<file path="src/inc/cglc_pkg.sv">
// Shared constants and types of the counter gate, latch and compare block
package cglc_pkg;
   // Register byte offsets
   localparam logic [5:0] ADDR_CTRL   = 6'h00;
   localparam logic [5:0] ADDR_CFG    = 6'h04;
   localparam logic [5:0] ADDR_LOAD   = 6'h08;
   localparam logic [5:0] ADDR_END    = 6'h0c;
   localparam logic [5:0] ADDR_COMP   = 6'h10;
   localparam logic [5:0] ADDR_PARAM  = 6'h14;
   localparam logic [5:0] ADDR_STATUS = 6'h18;
   localparam logic [5:0] ADDR_DATA   = 6'h1c;
   localparam int         ADDR_W      = 6;
   // Output status word bits
   localparam int CTRL_DOUT      = 0;
   localparam int CTRL_SW_OPEN   = 2;
   localparam int CTRL_LATCH_SEL = 8;
   localparam int CTRL_SW_CLOSE  = 10;
   localparam logic [31:0] CTRL_MASK = 32'h0000_0505;
   // Configuration fields
   localparam int CFG_GATE_LSB = 0;
   localparam int CFG_GATE_W   = 5;
   localparam int GATE_HW_BIT  = 0;
   localparam int GATE_INT_BIT = 4;
   localparam int CFG_MODE_LSB = 5;
   localparam int CFG_DIR_LSB  = 7;
   localparam int CFG_ONCE     = 9;
   localparam int CFG_IRQ_EN   = 10;
   localparam logic [31:0] CFG_MASK = 32'h0000_07ff;
   // Parameter word fields
   localparam int PAR_DUR_LSB  = 0;
   localparam int PAR_HYST_LSB = 8;
   localparam int PAR_FIELD_W  = 8;
   localparam logic [31:0] PARAM_MASK = 32'h0000_ffff;
   // Input status word bits
   localparam int STS_IGATE     = 0;
   localparam int STS_SWGATE    = 1;
   localparam int STS_HWGATE    = 2;
   localparam int STS_OUT       = 3;
   localparam int STS_HYST      = 4;
   localparam int STS_PULSE     = 5;
   localparam int STS_LATCH_NEW = 15;
   // Counter limits and reset values
   localparam logic signed [31:0] CNT_MAX = 32'sh7fff_ffff;
   localparam logic signed [31:0] CNT_MIN = 32'sh8000_0000;
   localparam logic signed [31:0] CNT_ONE = 32'sh0000_0001;
   localparam logic [31:0]        RST_ZERO = 32'h0000_0000;
   localparam logic [7:0]         HYST_OFF_MAX = 8'h01;
   // Pulse timing
   localparam real PULSE_STEP_MS = 2.048;
   localparam real PULSE_MAX_MS  = 522.24;
   localparam real CLK_MHZ       = 250.0;
   localparam int  PULSE_STEP_CYC = int'(PULSE_STEP_MS * 1000.0 * CLK_MHZ);
   localparam int  PULSE_MAX_STEPS = int'(PULSE_MAX_MS / PULSE_STEP_MS);
   typedef enum logic [1:0] {CMP_NEVER, CMP_GE, CMP_PULSE, CMP_RSVD} cglc_cmp_mode_t;
   typedef enum logic [1:0] {DIR_NONE, DIR_UP, DIR_DOWN, DIR_RSVD} cglc_dir_t;
endpackage : cglc_pkg

</file>
<file path="src/inc/cglc_pin_if.sv">
// Carrier between a raw input pin and its synchroniser
`timescale 1ns/10ps
interface cglc_pin_if;
   logic raw;
   logic level;
   logic rise;
   modport sync (input raw, output level, output rise);
   modport user (output raw, input level, input rise);
endinterface : cglc_pin_if

</file>
<file path="src/design/cglc_pin_sync.sv">
// Three-stage pin synchroniser with agreement filter and rising-edge detect
`timescale 1ns/10ps
module cglc_pin_sync (
   input  wire logic clk_sys,
   input  wire logic rst_n,
   cglc_pin_if.sync  pin
);
   logic s1_q;
   logic s2_q;
   logic s3_q;
   logic level_q;
   wire  agree = (s2_q == s3_q);

   always_ff @(posedge clk_sys) begin
      if (!rst_n) begin
         s1_q    <= 1'b0;
         s2_q    <= 1'b0;
         s3_q    <= 1'b0;
         level_q <= 1'b0;
      end else begin
         s1_q <= pin.raw;
         s2_q <= s1_q;
         s3_q <= s2_q;
         if (agree) begin
            level_q <= s3_q;
         end
      end
   end

   assign pin.level = level_q;
   assign pin.rise  = agree && s3_q && !level_q;
endmodule : cglc_pin_sync

</file>
<file path="src/design/cglc_top.sv">
// Counter channel with gate control, latch, comparison output and hysteresis
// Notes on behaviour
// - Rising output status bit 2 opens the software gate.
// - Rising output status bit 10 closes the software gate.
// - Hardware gate follows gate pin unless disabled; then software gate alone enables.
// - Hardware rise takes software level; software rise opens only if hardware high/off.
// - Abort behaviour reloads the load value when the gate reopens, except on a software rise in combined mode.
// - Interrupt behaviour resumes from the held count when the gate reopens.
// - Five-bit gate field: bit0 hardware gate on, bit4 interrupt instead of abort.
// - Combined mode: software rise continues; hardware rise restarts (abort) or continues.
// - Count once after auto close: with hardware gate on, reopen needs hardware rise first.
// - Latch pin rise during counting copies the count into the latch register.
// - Output status bit 8 shows the latch value in the data word.
// - Input status bit 15 sets on new latch, clears when bit 8 rises.
// - Comparison drives the channel output and an optional event pulse.
// - Never-switch mode: output follows the program-driven bit.
// - Greater-or-equal mode: output high while count at or above comparison.
// - Pulse mode zero duration holds while equal; main direction must match.
// - Pulse length 0 to 522.24 ms in 2.048 ms steps, from output set.
// - A running pulse is never retriggered or extended.
// - Hysteresis width 0 to 255; 0 and 1 turn it off.
// - Hysteresis suppresses repeated toggles and events near the threshold.
// - A width change leaves an active band alone; applies at next event.
// - Result frozen inside the band; new band only when condition met again.
//
// The address map and the strobed register port were decided locally.
`timescale 1ns/10ps
module cglc_top #(
   parameter int STEP_CYCLES = cglc_pkg::PULSE_STEP_CYC
) (
   input  wire logic        clk_sys,
   input  wire logic        rst_n,
   input  wire logic [5:0]  reg_addr,
   input  wire logic [31:0] reg_wdata,
   input  wire logic        reg_wr,
   input  wire logic        reg_rd,
   output logic      [31:0] reg_rdata,
   input  wire logic        cnt_up,
   input  wire logic        cnt_down,
   input  wire logic        gate_pin,
   input  wire logic        latch_pin,
   output logic             cnt_out,
   output logic             cmp_event
);
   cglc_pin_if gate_if ();
   cglc_pin_if latch_if ();
   assign gate_if.raw  = gate_pin;
   assign latch_if.raw = latch_pin;

   cglc_pin_sync u_gate_sync (
      .clk_sys (clk_sys),
      .rst_n   (rst_n),
      .pin     (gate_if)
   );
   cglc_pin_sync u_latch_sync (
      .clk_sys (clk_sys),
      .rst_n   (rst_n),
      .pin     (latch_if)
   );
   // Software-visible registers
   logic        [31:0] ctrl_q;
   logic        [31:0] cfg_q;
   logic signed [31:0] load_q;
   logic signed [31:0] end_q;
   logic signed [31:0] comp_q;
   logic        [31:0] param_q;
   logic        [31:0] rdata_q;
   // Channel state
   logic signed [31:0] count_q,  count_d;
   logic signed [31:0] latch_q;
   logic               latch_new_q;
   logic               software_gate_q;
   logic               igate_q,  igate_d;
   logic               auto_closed_q;
   logic               hw_seen_q;
   logic               last_up_q;
   logic               res_q,    res_d;
   logic               hyst_q,   hyst_d;
   logic signed [31:0] hyst_lo_q;
   logic signed [31:0] hyst_hi_q;
   logic               pulse_q;
   logic        [7:0]  steps_q;
   logic        [31:0] tick_q;
   logic               out_q;
   logic               event_q;

   function automatic logic signed [31:0] widen8(input logic [7:0] v);
      widen8 = signed'({24'h00_0000, v});
   endfunction : widen8
   // Bus decode
   wire wr_ctrl  = reg_wr && (reg_addr == cglc_pkg::ADDR_CTRL);
   wire wr_cfg   = reg_wr && (reg_addr == cglc_pkg::ADDR_CFG);
   wire wr_load  = reg_wr && (reg_addr == cglc_pkg::ADDR_LOAD);
   wire wr_end   = reg_wr && (reg_addr == cglc_pkg::ADDR_END);
   wire wr_comp  = reg_wr && (reg_addr == cglc_pkg::ADDR_COMP);
   wire wr_param = reg_wr && (reg_addr == cglc_pkg::ADDR_PARAM);
   // Output status word edges
   wire sw_open_edge  = wr_ctrl && reg_wdata[cglc_pkg::CTRL_SW_OPEN]
                        && !ctrl_q[cglc_pkg::CTRL_SW_OPEN];
   wire sw_close_edge = wr_ctrl && reg_wdata[cglc_pkg::CTRL_SW_CLOSE]
                        && !ctrl_q[cglc_pkg::CTRL_SW_CLOSE];
   wire latch_ack     = wr_ctrl && reg_wdata[cglc_pkg::CTRL_LATCH_SEL]
                        && !ctrl_q[cglc_pkg::CTRL_LATCH_SEL];
   wire latch_sel     = ctrl_q[cglc_pkg::CTRL_LATCH_SEL];

   // Configuration fields
   wire [4:0] gate_field = cfg_q[cglc_pkg::CFG_GATE_LSB +: cglc_pkg::CFG_GATE_W];
   wire       hw_en      = gate_field[cglc_pkg::GATE_HW_BIT];
   wire       gate_intr  = gate_field[cglc_pkg::GATE_INT_BIT];
   cglc_pkg::cglc_cmp_mode_t cmp_mode;
   cglc_pkg::cglc_dir_t      main_dir;
   assign cmp_mode = cglc_pkg::cglc_cmp_mode_t'(cfg_q[cglc_pkg::CFG_MODE_LSB +: 2]);
   assign main_dir = cglc_pkg::cglc_dir_t'(cfg_q[cglc_pkg::CFG_DIR_LSB +: 2]);
   wire       count_once = cfg_q[cglc_pkg::CFG_ONCE];
   wire       irq_en     = cfg_q[cglc_pkg::CFG_IRQ_EN];
   wire [7:0] pulse_dur  = param_q[cglc_pkg::PAR_DUR_LSB +: cglc_pkg::PAR_FIELD_W];
   wire [7:0] hyst_w     = param_q[cglc_pkg::PAR_HYST_LSB +: cglc_pkg::PAR_FIELD_W];

   // Gate sources
   wire hw_level   = hw_en ? gate_if.level : 1'b1;
   wire hw_rise    = hw_en && gate_if.rise;
   wire hw_fall    = hw_en && !gate_if.level && igate_q && !sw_open_edge;
   wire sw_rise    = sw_open_edge && !software_gate_q;
   wire sw_after   = (software_gate_q || sw_open_edge) && !sw_close_edge;
   // Opening conditions; after an automatic close with the hardware gate on, a hardware rise must come first
   wire open_by_hw = hw_rise && sw_after;
   wire open_by_sw = sw_rise && hw_level
                     && (!auto_closed_q || !hw_en || hw_seen_q);
   // Abort reload: software-only opens, or hardware opens in combined mode
   wire restart    = !gate_intr && ((open_by_sw && !hw_en) || open_by_hw);

   // Counting step
   wire step_up   = igate_q && cnt_up && !cnt_down;
   wire step_dn   = igate_q && cnt_down && !cnt_up;
   wire end_up    = (main_dir == cglc_pkg::DIR_UP) && step_up
                    && (count_q == end_q - cglc_pkg::CNT_ONE);
   wire end_dn    = (main_dir == cglc_pkg::DIR_DOWN) && step_dn
                    && (count_q == end_q + cglc_pkg::CNT_ONE);
   wire wrap_up   = step_up && (count_q == cglc_pkg::CNT_MAX);
   wire wrap_dn   = step_dn && (count_q == cglc_pkg::CNT_MIN);
   wire limit_hit = end_up || end_dn || wrap_up || wrap_dn;
   wire auto_close = count_once && limit_hit;

   always_comb begin
      count_d = count_q;
      if (restart) begin
         count_d = load_q;
      end else if (end_up || end_dn) begin
         count_d = load_q;
      end else if (wrap_up) begin
         count_d = cglc_pkg::CNT_MIN;
      end else if (wrap_dn) begin
         count_d = cglc_pkg::CNT_MAX;
      end else if (step_up) begin
         count_d = count_q + cglc_pkg::CNT_ONE;
      end else if (step_dn) begin
         count_d = count_q - cglc_pkg::CNT_ONE;
      end
   end

   always_comb begin
      igate_d = igate_q;
      if (sw_close_edge || hw_fall || auto_close) begin
         igate_d = 1'b0;
      end else if (open_by_hw || open_by_sw) begin
         igate_d = 1'b1;
      end else if (hw_rise) begin
         igate_d = sw_after;
      end
   end

   // Comparison condition before hysteresis
   wire dir_ok   = (main_dir == cglc_pkg::DIR_NONE)
                   || ((main_dir == cglc_pkg::DIR_UP) && last_up_q)
                   || ((main_dir == cglc_pkg::DIR_DOWN) && !last_up_q);
   wire cond_ge  = (count_q >= comp_q);
   wire cond_eq  = (count_q == comp_q) && dir_ok;
   wire cond_raw = (cmp_mode == cglc_pkg::CMP_GE) ? cond_ge : cond_eq;
   wire hyst_on  = (hyst_w > cglc_pkg::HYST_OFF_MAX);
   wire in_band  = (count_q >= hyst_lo_q) && (count_q <= hyst_hi_q);
   wire arm_band = !hyst_q && cond_raw && !res_q && hyst_on;

   always_comb begin
      res_d  = cond_raw;
      hyst_d = hyst_q;
      if (hyst_q) begin
         if (in_band) begin
            res_d = res_q;
         end else begin
            hyst_d = 1'b0;
         end
      end else if (arm_band) begin
         hyst_d = 1'b1;
      end
   end

   wire cmp_rise    = res_d && !res_q && (cmp_mode != cglc_pkg::CMP_NEVER);
   wire pulse_timed = (cmp_mode == cglc_pkg::CMP_PULSE) && (pulse_dur != 8'h00);
   wire pulse_start = pulse_timed && cmp_rise && !pulse_q;
   wire tick_end    = (tick_q == 32'(STEP_CYCLES - 1));
   wire pulse_last  = pulse_q && tick_end && (steps_q == 8'h01);

   logic out_d;
   always_comb begin
      case (cmp_mode)
         cglc_pkg::CMP_NEVER: out_d = ctrl_q[cglc_pkg::CTRL_DOUT];
         cglc_pkg::CMP_GE:    out_d = res_d;
         cglc_pkg::CMP_PULSE: out_d = pulse_timed ? ((pulse_q && !pulse_last) || pulse_start)
                                                  : res_d;
         default:             out_d = 1'b0;
      endcase
   end

   // Register file
   always_ff @(posedge clk_sys) begin
      if (!rst_n) begin
         ctrl_q  <= cglc_pkg::RST_ZERO;
         cfg_q   <= cglc_pkg::RST_ZERO;
         load_q  <= cglc_pkg::RST_ZERO;
         end_q   <= cglc_pkg::RST_ZERO;
         comp_q  <= cglc_pkg::RST_ZERO;
         param_q <= cglc_pkg::RST_ZERO;
      end else begin
         if (wr_ctrl)  ctrl_q  <= reg_wdata & cglc_pkg::CTRL_MASK;
         if (wr_cfg)   cfg_q   <= reg_wdata & cglc_pkg::CFG_MASK;
         if (wr_load)  load_q  <= reg_wdata;
         if (wr_end)   end_q   <= reg_wdata;
         if (wr_comp)  comp_q  <= reg_wdata;
         if (wr_param) param_q <= reg_wdata & cglc_pkg::PARAM_MASK;
      end
   end

   // Gate and counter state
   always_ff @(posedge clk_sys) begin
      if (!rst_n) begin
         count_q       <= cglc_pkg::CNT_ONE - cglc_pkg::CNT_ONE;
         software_gate_q     <= 1'b0;
         igate_q       <= 1'b0;
         auto_closed_q <= 1'b0;
         hw_seen_q     <= 1'b0;
         last_up_q     <= 1'b1;
      end else begin
         count_q   <= count_d;
         software_gate_q <= sw_after;
         igate_q   <= igate_d;
         if (step_up || step_dn) last_up_q <= step_up;
         if (auto_close) begin
            auto_closed_q <= 1'b1;
            hw_seen_q     <= 1'b0;
         end else if (igate_d) begin
            auto_closed_q <= 1'b0;
         end else if (hw_rise) begin
            hw_seen_q <= 1'b1;
         end
      end
   end

   // Latch capture; a new capture wins over an acknowledge in the same cycle
   always_ff @(posedge clk_sys) begin
      if (!rst_n) begin
         latch_q     <= cglc_pkg::CNT_MIN ^ cglc_pkg::CNT_MIN;
         latch_new_q <= 1'b0;
      end else if (latch_if.rise && igate_q) begin
         latch_q     <= count_q;
         latch_new_q <= 1'b1;
      end else if (latch_ack) begin
         latch_new_q <= 1'b0;
      end
   end

   // Comparison, hysteresis band and pulse timer
   always_ff @(posedge clk_sys) begin
      if (!rst_n) begin
         res_q     <= 1'b0;
         hyst_q    <= 1'b0;
         hyst_lo_q <= cglc_pkg::RST_ZERO;
         hyst_hi_q <= cglc_pkg::RST_ZERO;
         pulse_q   <= 1'b0;
         steps_q   <= 8'h00;
         tick_q    <= cglc_pkg::RST_ZERO;
         out_q     <= 1'b0;
         event_q   <= 1'b0;
      end else begin
         res_q  <= res_d;
         hyst_q <= hyst_d;
         // Band is latched at arming, so a later width change waits for the next one
         if (arm_band) begin
            hyst_lo_q <= comp_q - widen8(hyst_w);
            hyst_hi_q <= comp_q + widen8(hyst_w);
         end
         if (pulse_start) begin
            pulse_q <= 1'b1;
            steps_q <= pulse_dur;
            tick_q  <= cglc_pkg::RST_ZERO;
         end else if (pulse_q) begin
            tick_q <= tick_end ? cglc_pkg::RST_ZERO : tick_q + 32'h0000_0001;
            if (tick_end) begin
               steps_q <= steps_q - 8'h01;
               pulse_q <= !pulse_last;
            end
         end
         out_q   <= out_d;
         event_q <= cmp_rise && irq_en;
      end
   end
   // Read path, one cycle after the strobe
   wire [31:0] status_w = {16'h0000, latch_new_q, 9'h000, pulse_q, hyst_q, out_q,
                           hw_level, software_gate_q, igate_q};
   wire [31:0] data_w   = latch_sel ? latch_q : count_q;
   logic [31:0] rsel;
   always_comb begin
      case (reg_addr)
         cglc_pkg::ADDR_CTRL:   rsel = ctrl_q;
         cglc_pkg::ADDR_CFG:    rsel = cfg_q;
         cglc_pkg::ADDR_LOAD:   rsel = load_q;
         cglc_pkg::ADDR_END:    rsel = end_q;
         cglc_pkg::ADDR_COMP:   rsel = comp_q;
         cglc_pkg::ADDR_PARAM:  rsel = param_q;
         cglc_pkg::ADDR_STATUS: rsel = status_w;
         cglc_pkg::ADDR_DATA:   rsel = data_w;
         default:               rsel = cglc_pkg::RST_ZERO;
      endcase
   end

   always_ff @(posedge clk_sys) begin
      if (!rst_n) begin
         rdata_q <= cglc_pkg::RST_ZERO;
      end else begin
         rdata_q <= reg_rd ? rsel : cglc_pkg::RST_ZERO;
      end
   end

   assign reg_rdata = rdata_q;
   assign cnt_out   = out_q;
   assign cmp_event = event_q;
endmodule : cglc_top

</file>
<file path="config.mk">
export PLATFORM = sky130hd
export DESIGN_NAME = cglc_top
export DESIGN_NICKNAME = d
export VERILOG_FILES = /design/src/inc/cglc_pkg.sv /design/src/inc/cglc_pin_if.sv /design/src/design/cglc_pin_sync.sv /design/src/design/cglc_top.sv
export SDC_FILE = /design/constraint.sdc
export NUM_CORES = 1
export LEC_CHECK = 0
export BUFFER_PORTS_ARGS = -buffer_cell sky130_fd_sc_hd__buf_4
export CORE_ASPECT_RATIO = 2
export CORE_MARGIN = 4
export CORE_UTILIZATION = 65
export CTS_BUF_LIST = sky130_fd_sc_hd__clkbuf_8
export DETAILED_ROUTE_END_ITERATION = 10
export PLACE_DENSITY = 0.82
export SLEW_MARGIN = 20
export SYNTH_ARGS = -nofsm -noshare
export SYNTH_HDL_FRONTEND = slang
export SYNTH_SLANG_ARGS = --single-unit
</file>
<file path="constraint.sdc">
create_clock -name clk_sys -period 5.25 [get_ports clk_sys]
set_input_delay 1.05 -clock clk_sys [delete_from_list [all_inputs] [get_ports clk_sys]]
set_output_delay 1.05 -clock clk_sys [all_outputs]
set_load 0.02 [all_outputs]
</file>
* After elaboration in Yosys (flattened, before gate mapping)
Cells that the tools add are included.
** Word-level totals
- Latch bits :: 0
- Logic and storage cells :: 199
- Memories kept :: 0
- ROM bits :: 0
- Output and inout bits :: 34
- Input bits :: 46
- Bits in writable memories :: 0
- Flip-flop bits (word level) :: 346
** Cells by class
- Shifts and indexed selects :: 0
- Reductions and logical operators :: 102
- Bitwise logic cells :: 2
- Add/sub/neg operators :: 8
- Equal/unequal tests :: 20
- Div/mod/pow operators :: 0
- $lt $le $gt $ge :: 4
- Multipliers :: 0
- Multiplexer cells :: 31
** Operators with widths (number)
- $mux W32 :: 8
- $pmux W32 S8 :: 1
- $eq A32 B32 Y1 :: 3
- $add A32 B2 Y32 const B :: 2
- $eq A32 B32 Y1 const B :: 2
- $ge A32 B32 Y1 :: 2
- $sub A32 B2 Y32 const B :: 2
- $logic_and A1 B1 Y1 :: 55
- $add A32 B1 Y32 const B :: 1
- $add A32 B9 Y32 :: 1
- $eq A32 B19 Y1 const B :: 1
- $le A32 B32 Y1 :: 1
- $sub A32 B9 Y32 :: 1
- $eq A6 B5 Y1 const B :: 4
- $mux W8 :: 3
- $logic_not A1 Y1 :: 18
- $mux W1 :: 18
- $logic_or A1 B1 Y1 :: 14
- $eq A6 B4 Y1 const B :: 2
- $reduce_bool A2 Y1 :: 5
- $eq A8 B1 Y1 const B :: 1
- $gt A8 B1 Y1 const B :: 1
- $reduce_bool A8 Y1 :: 1
- $sub A8 B1 Y8 const B :: 1
- other kinds (11) :: 19

* Logic depth before layout (Yosys ltp)
- Depth after elaboration :: 15
- Gate-level depth with buffers :: 15
- Depth with buffers taken out :: 14

* Cells and area by module
From an unflattened synthesis, not the netlist that was laid out.
** Second synthesis, totals
- Cell total of the unflattened synthesis :: 2865
- Area total of the unflattened synthesis :: 21982.3 um^2
** Modules (own cells, without submodules)
- cglc_top :: seq. area each 6746.5 um^2, cells each 2843, instances 1, area each 21714.6 um^2
- cglc_pin_sync :: seq. area each 80.1 um^2, cells each 11, instances 2, area each 133.9 um^2

* Worst setup path before layout
OpenSTA, ideal clock, no wires.
- Path kind :: input to register
- Start point :: input port cnt_down
- End point :: register count_q[31]
- Arrival time :: 4.641 ns
- Stages :: 14
- Library setup time :: 0.132 ns
- Path buffers :: 1
- Setup slack :: 0.476 ns
- Data required time :: 5.118 ns
- Cells stage by stage :: inv_1 nand3_1 ha_1 clkbuf_1 nand2_1 nor4_1 o21ai_0 a22oi_1 o21ai_0 o21ai_0 mux2i_1 nor3b_1 a2111oi_0 nor3_1
** On the way
- Longest elaborated chain between the ends :: 7
- Elaborated cells on any way between the ends :: 17
- Those cells by class :: mux: 5; reduce/logical: 12
** RTL lines
- start, declared :: line cglc_top.sv:39 : input wire logic cnt_down,
- $logic_not A1 Y1 or $logic_and A1 B1 Y1 (tied branches) :: line cglc_top.sv:133, cglc_top.sv:134
- $logic_and A1 B1 Y1, on equally long branches :: line cglc_top.sv:133, cglc_top.sv:134
- $mux W32, or another cell as far along :: line cglc_top.sv:154 : end else if (step_up) begin
- $mux W32, or another cell as far along :: line cglc_top.sv:152 : end else if (wrap_dn) begin
- $mux W32 or $logic_or A1 B1 Y1 (tied branches) :: line cglc_top.sv:150, cglc_top.sv:148
- $mux W32 :: line cglc_top.sv:148 : end else if (end_up || end_dn) begin
- $mux W32 :: line cglc_top.sv:146 : if (restart) begin
- end signal, assigned :: line cglc_top.sv:236 : count_q <= cglc_pkg::CNT_ONE - cglc_pkg::CNT_ONE;
- end signal, assigned :: line cglc_top.sv:243 : count_q <= count_d;
- end, declared :: line cglc_top.sv:69 : logic signed [31:0] count_q, count_d;
Parallel ways exist; a longest one is shown, timed or not.
A chain may end at the register's enable or synchronous reset.

* Worst setup path in the final report
- Start point :: register comp_q[31]
- End point :: register hyst_hi_q[26]
** On the way
- Longest elaborated chain between the ends :: 6
- Elaborated cells on any way between the ends :: 7
- Those cells by class :: order compare: 1; eq/ne: 1; mux: 1; reduce/logical: 4
** RTL lines
- start, declared :: line cglc_top.sv:65 : logic signed [31:0] comp_q;
- start signal, assigned :: line cglc_top.sv:221 : comp_q <= cglc_pkg::RST_ZERO;
- start signal, assigned :: line cglc_top.sv:228 : if (wr_comp) comp_q <= reg_wdata;
- branches (longest 2 deep; another with $ge A32 B32 Y1)
- $mux W1 * :: line cglc_top.sv:178 : wire cond_raw = (cmp_mode == cglc_pkg::CMP_GE) ? cond_ge : cond_eq;
- $logic_and A1 B1 Y1 * (3 in series) :: line cglc_top.sv:181 : wire arm_band = !hyst_q && cond_raw && !res_q && hyst_on;
- end signal, assigned :: line cglc_top.sv:277 : hyst_hi_q <= cglc_pkg::RST_ZERO;
- end signal, assigned :: line cglc_top.sv:289 : hyst_hi_q <= comp_q + widen8(hyst_w);
- end, declared :: line cglc_top.sv:80 : logic signed [31:0] hyst_hi_q;
Every way passes the cells marked *.

==> impl_metrics.tcl <==
set metrics [dict create \
    outcome "finished clean" \
    avgSynthCellArea_um2 7.62 \
    fin_crit_ns 4.60 \
    grt_max_degree 157 \
    rsz0062_at_grt "no" \
    post-route-period-util_pct 87.7 \
    grt_use_total_pct 42.3 \
    synth_edf_count 0 \
    multiInputGateArea_mm2 0.0135 \
    slew-limit-headroom_pct 27.5 \
    wl_per_cell_um 23.7 \
    die_area_mm2 0.0366 \
    hold_viol_final 0 \
    start_kind "register" \
    hold_buffers 0 \
    skew_ns 0.0519 \
    setup_viol 0 \
    syn_area_mm2 0.0217 \
    gp_congestion 1.02 \
    fp.dieW_um 137 \
    core_area_mm2 0.0329 \
    yosys-top-cells-area "dfxtp_1 (32%), ha_1 (8.5%), nand2_1 (7.9%)" \
    grt_pass1_vias 21700 \
    maxCapViolations 0 \
    cp_cell_sequence "inv_1 -> ha_1 -> nand2_1 -> nor3_1 -> and4_1 -> o21ai_0 -> o221ai_1 -> or3_1 -> a31oi_1 -> a2111oi_2 -> buf_12 -> nor2_1 -> a211oi_1" \
    critPathMaxFanout 118 \
    drive_above_1_share_pct 9.21 \
    place.port_buffers 79 \
    cts_tree "yes" \
    clkLatencyLatePin_ns 0.66 \
    syn-num-nets 3047 \
    critPathBufInv 2 \
    ys_seq_elements 345 \
    max_freq_mhz 217 \
    yosysTopAreaCell "dfxtp_1" \
    cts_setup_buffers 0 \
    path_clk_slew_ns 0.07 \
    final.setup.tns_ns 0 \
    cts_made_buffers 50 \
    drtAntennaViolNets 0 \
    fillers 2677 \
    synth_top_area_share_pct 31.8 \
    cp.required_ns 5.77 \
    start_util_pct 66.0 \
    slew_viol_final 0 \
    fin_area_mm2 0.0237 \
    tightest_slew_ns 1.09 \
    async_flop_share_pct 0 \
    critPathSlowestCell "dfxtp_1" \
    ys.warnings.count 0 \
    p_leak_uw 0.00886 \
    path_class "reg2reg" \
    clock_sinks 345 \
    dpl_cell_area_mm2 0.0226 \
    power_density_mw_per_mm2 240 \
    netlist_instances 2850 \
    via_count 22200 \
    crit_path_start "comp_q[31]$_SDFFE_PN0P_" \
    r2r-start "comp_q[31]$_SDFFE_PN0P_" \
    register_area_mm2 0.00691 \
    mostFrequentLayoutCells "nand2_1 (460), dfxtp_1 (344), a21oi_1 (294)" \
    cts_buffer_depth 3 \
    dr.pass1.iters 6 \
    post-place-ws_ns 0.366 \
    worst_slack_ns 0.646 \
    drcViolationCount 0 \
    min-delay-start "u_gate_sync.s1_q$_SDFF_PN0_" \
    finalPower_uw 5700 \
    antenna_found_initial 1 \
    drtIter0Drc 2315 \
    totalWireLength_mm 78.8 \
    synthFlopType "dfxtp_1" \
    layout_commonest_cell "nand2_1" \
    htree_levels 2 \
    critical_path.top_delay_family "compound AO/OA/AOI/OAI gates" \
    root_buffer "clkbuf_8" \
    fin_nets 3044 \
    ys_seq_area_share_pct 31.8 \
    instances_no_fill 3320 \
    critPathCaptureType "register" \
    pin_count 80 \
    globalRoute.totalOverflow 0 \
    ir_drop_v 0.000242 \
    drt-vias-per-instance 6.69 \
    syn_to_final_growth_pct 9.30 \
    hold_path.class "reg2reg" \
    fp.dieH_um 267 \
    slowest_delay_ns 0.55 \
    placed_cells 3227 \
    dp.final_hpwl_mm 57.0 \
    worstPathArrival_ns 5.13 \
    ys_types 78 \
    cts_resized 0 \
    grt_pass1_wl_mm 120 \
    rows 94 \
]
-- worst paths after layout --
kind | to | cells after the start | slack (ns)
max | hyst_hi_q[26]$_SDFFE_PN0P_ | 13 | 0.65
max reg2reg | hyst_hi_q[26]$_SDFFE_PN0P_ | 13 | 0.65
min | u_gate_sync.s2_q$_SDFF_PN0_ | 1 | 0.44
min reg2reg | u_gate_sync.s2_q$_SDFF_PN0_ | 1 | 0.44
-- sequential cells by signal, summed over array words and instances, names as in the netlist, 4 cells and up --
name	count
param_q	16
steps_q	8
hyst_lo_q	32
latch_q	32
count_q	32
cfg_q	11
end_q	32
reg_rdata	32
hyst_hi_q	31
comp_q	32
load_q	32
tick_q	32
ctrl_q	4
-- cell type report --
type                            count  area share [%]
Antenna cell                        1          0.0105
Clock buffer                       58            3.36
Clock inverter                     34            1.45
Inverter                          157            2.51
Multi-Input combinational cell   2154            56.7
Sequential cell                   345            29.1
Tap cell                          432            2.28
Timing Repair Buffer              139            4.55
-- kinds of logic after synthesis --
kind of cell	Yosys count	share of synthesized area, %
buffers and inverters	351	6.32
AOI/OAI and AO/OA	712	21.0
and+or+nand+nor	1063	22.6
xor gates and xnor gates	174	7.02
DFF	345	31.8
adders and majority gates	151	8.80
muxes	54	2.49
-- synthesized netlist by cell type (55+ instances only) --
cell type  instances
nand2_1          460
dfxtp_1          345
a21oi_1          294
nor2_1           225
clkbuf_1         183
inv_1            156
ha_1             148
xnor2_1          111
a211oi_1          92
o21ai_0           91
nand3_1           70
xor2_1            63
nor3_1            60
nand4_1           55
-- per-stage QoR --
| step | util [%] | hold slack (ns) |
|---|---|---|
| 3_3_place_gp | 68.6 | 0.420 |
| 3_5_place_dp | 68.6 | 0.422 |
| 2_1_floorplan | - | 0.412 |
| 6_report | 72.1 | 0.442 |
| 4_1_cts | 72.1 | 0.445 |
| 5_1_grt | 72.1 | 0.463 |
-- report_power, final --
part,internal [µW],total (µW),switching [µW]
clock,1330,2490,1160
sequential,2640,2670,27.3
combinational,195,543,348
-- routing by layer --
metal	global-route usage [%]	part of all wire [%]	vias up
met4	36.2	11	0
met3	7.88	9.6	535
li1	-	-	10000
met5	0	0	-
met2	68.8	46	1354
met1	46.7	33	10300
(Power assumes the default switching activity.)
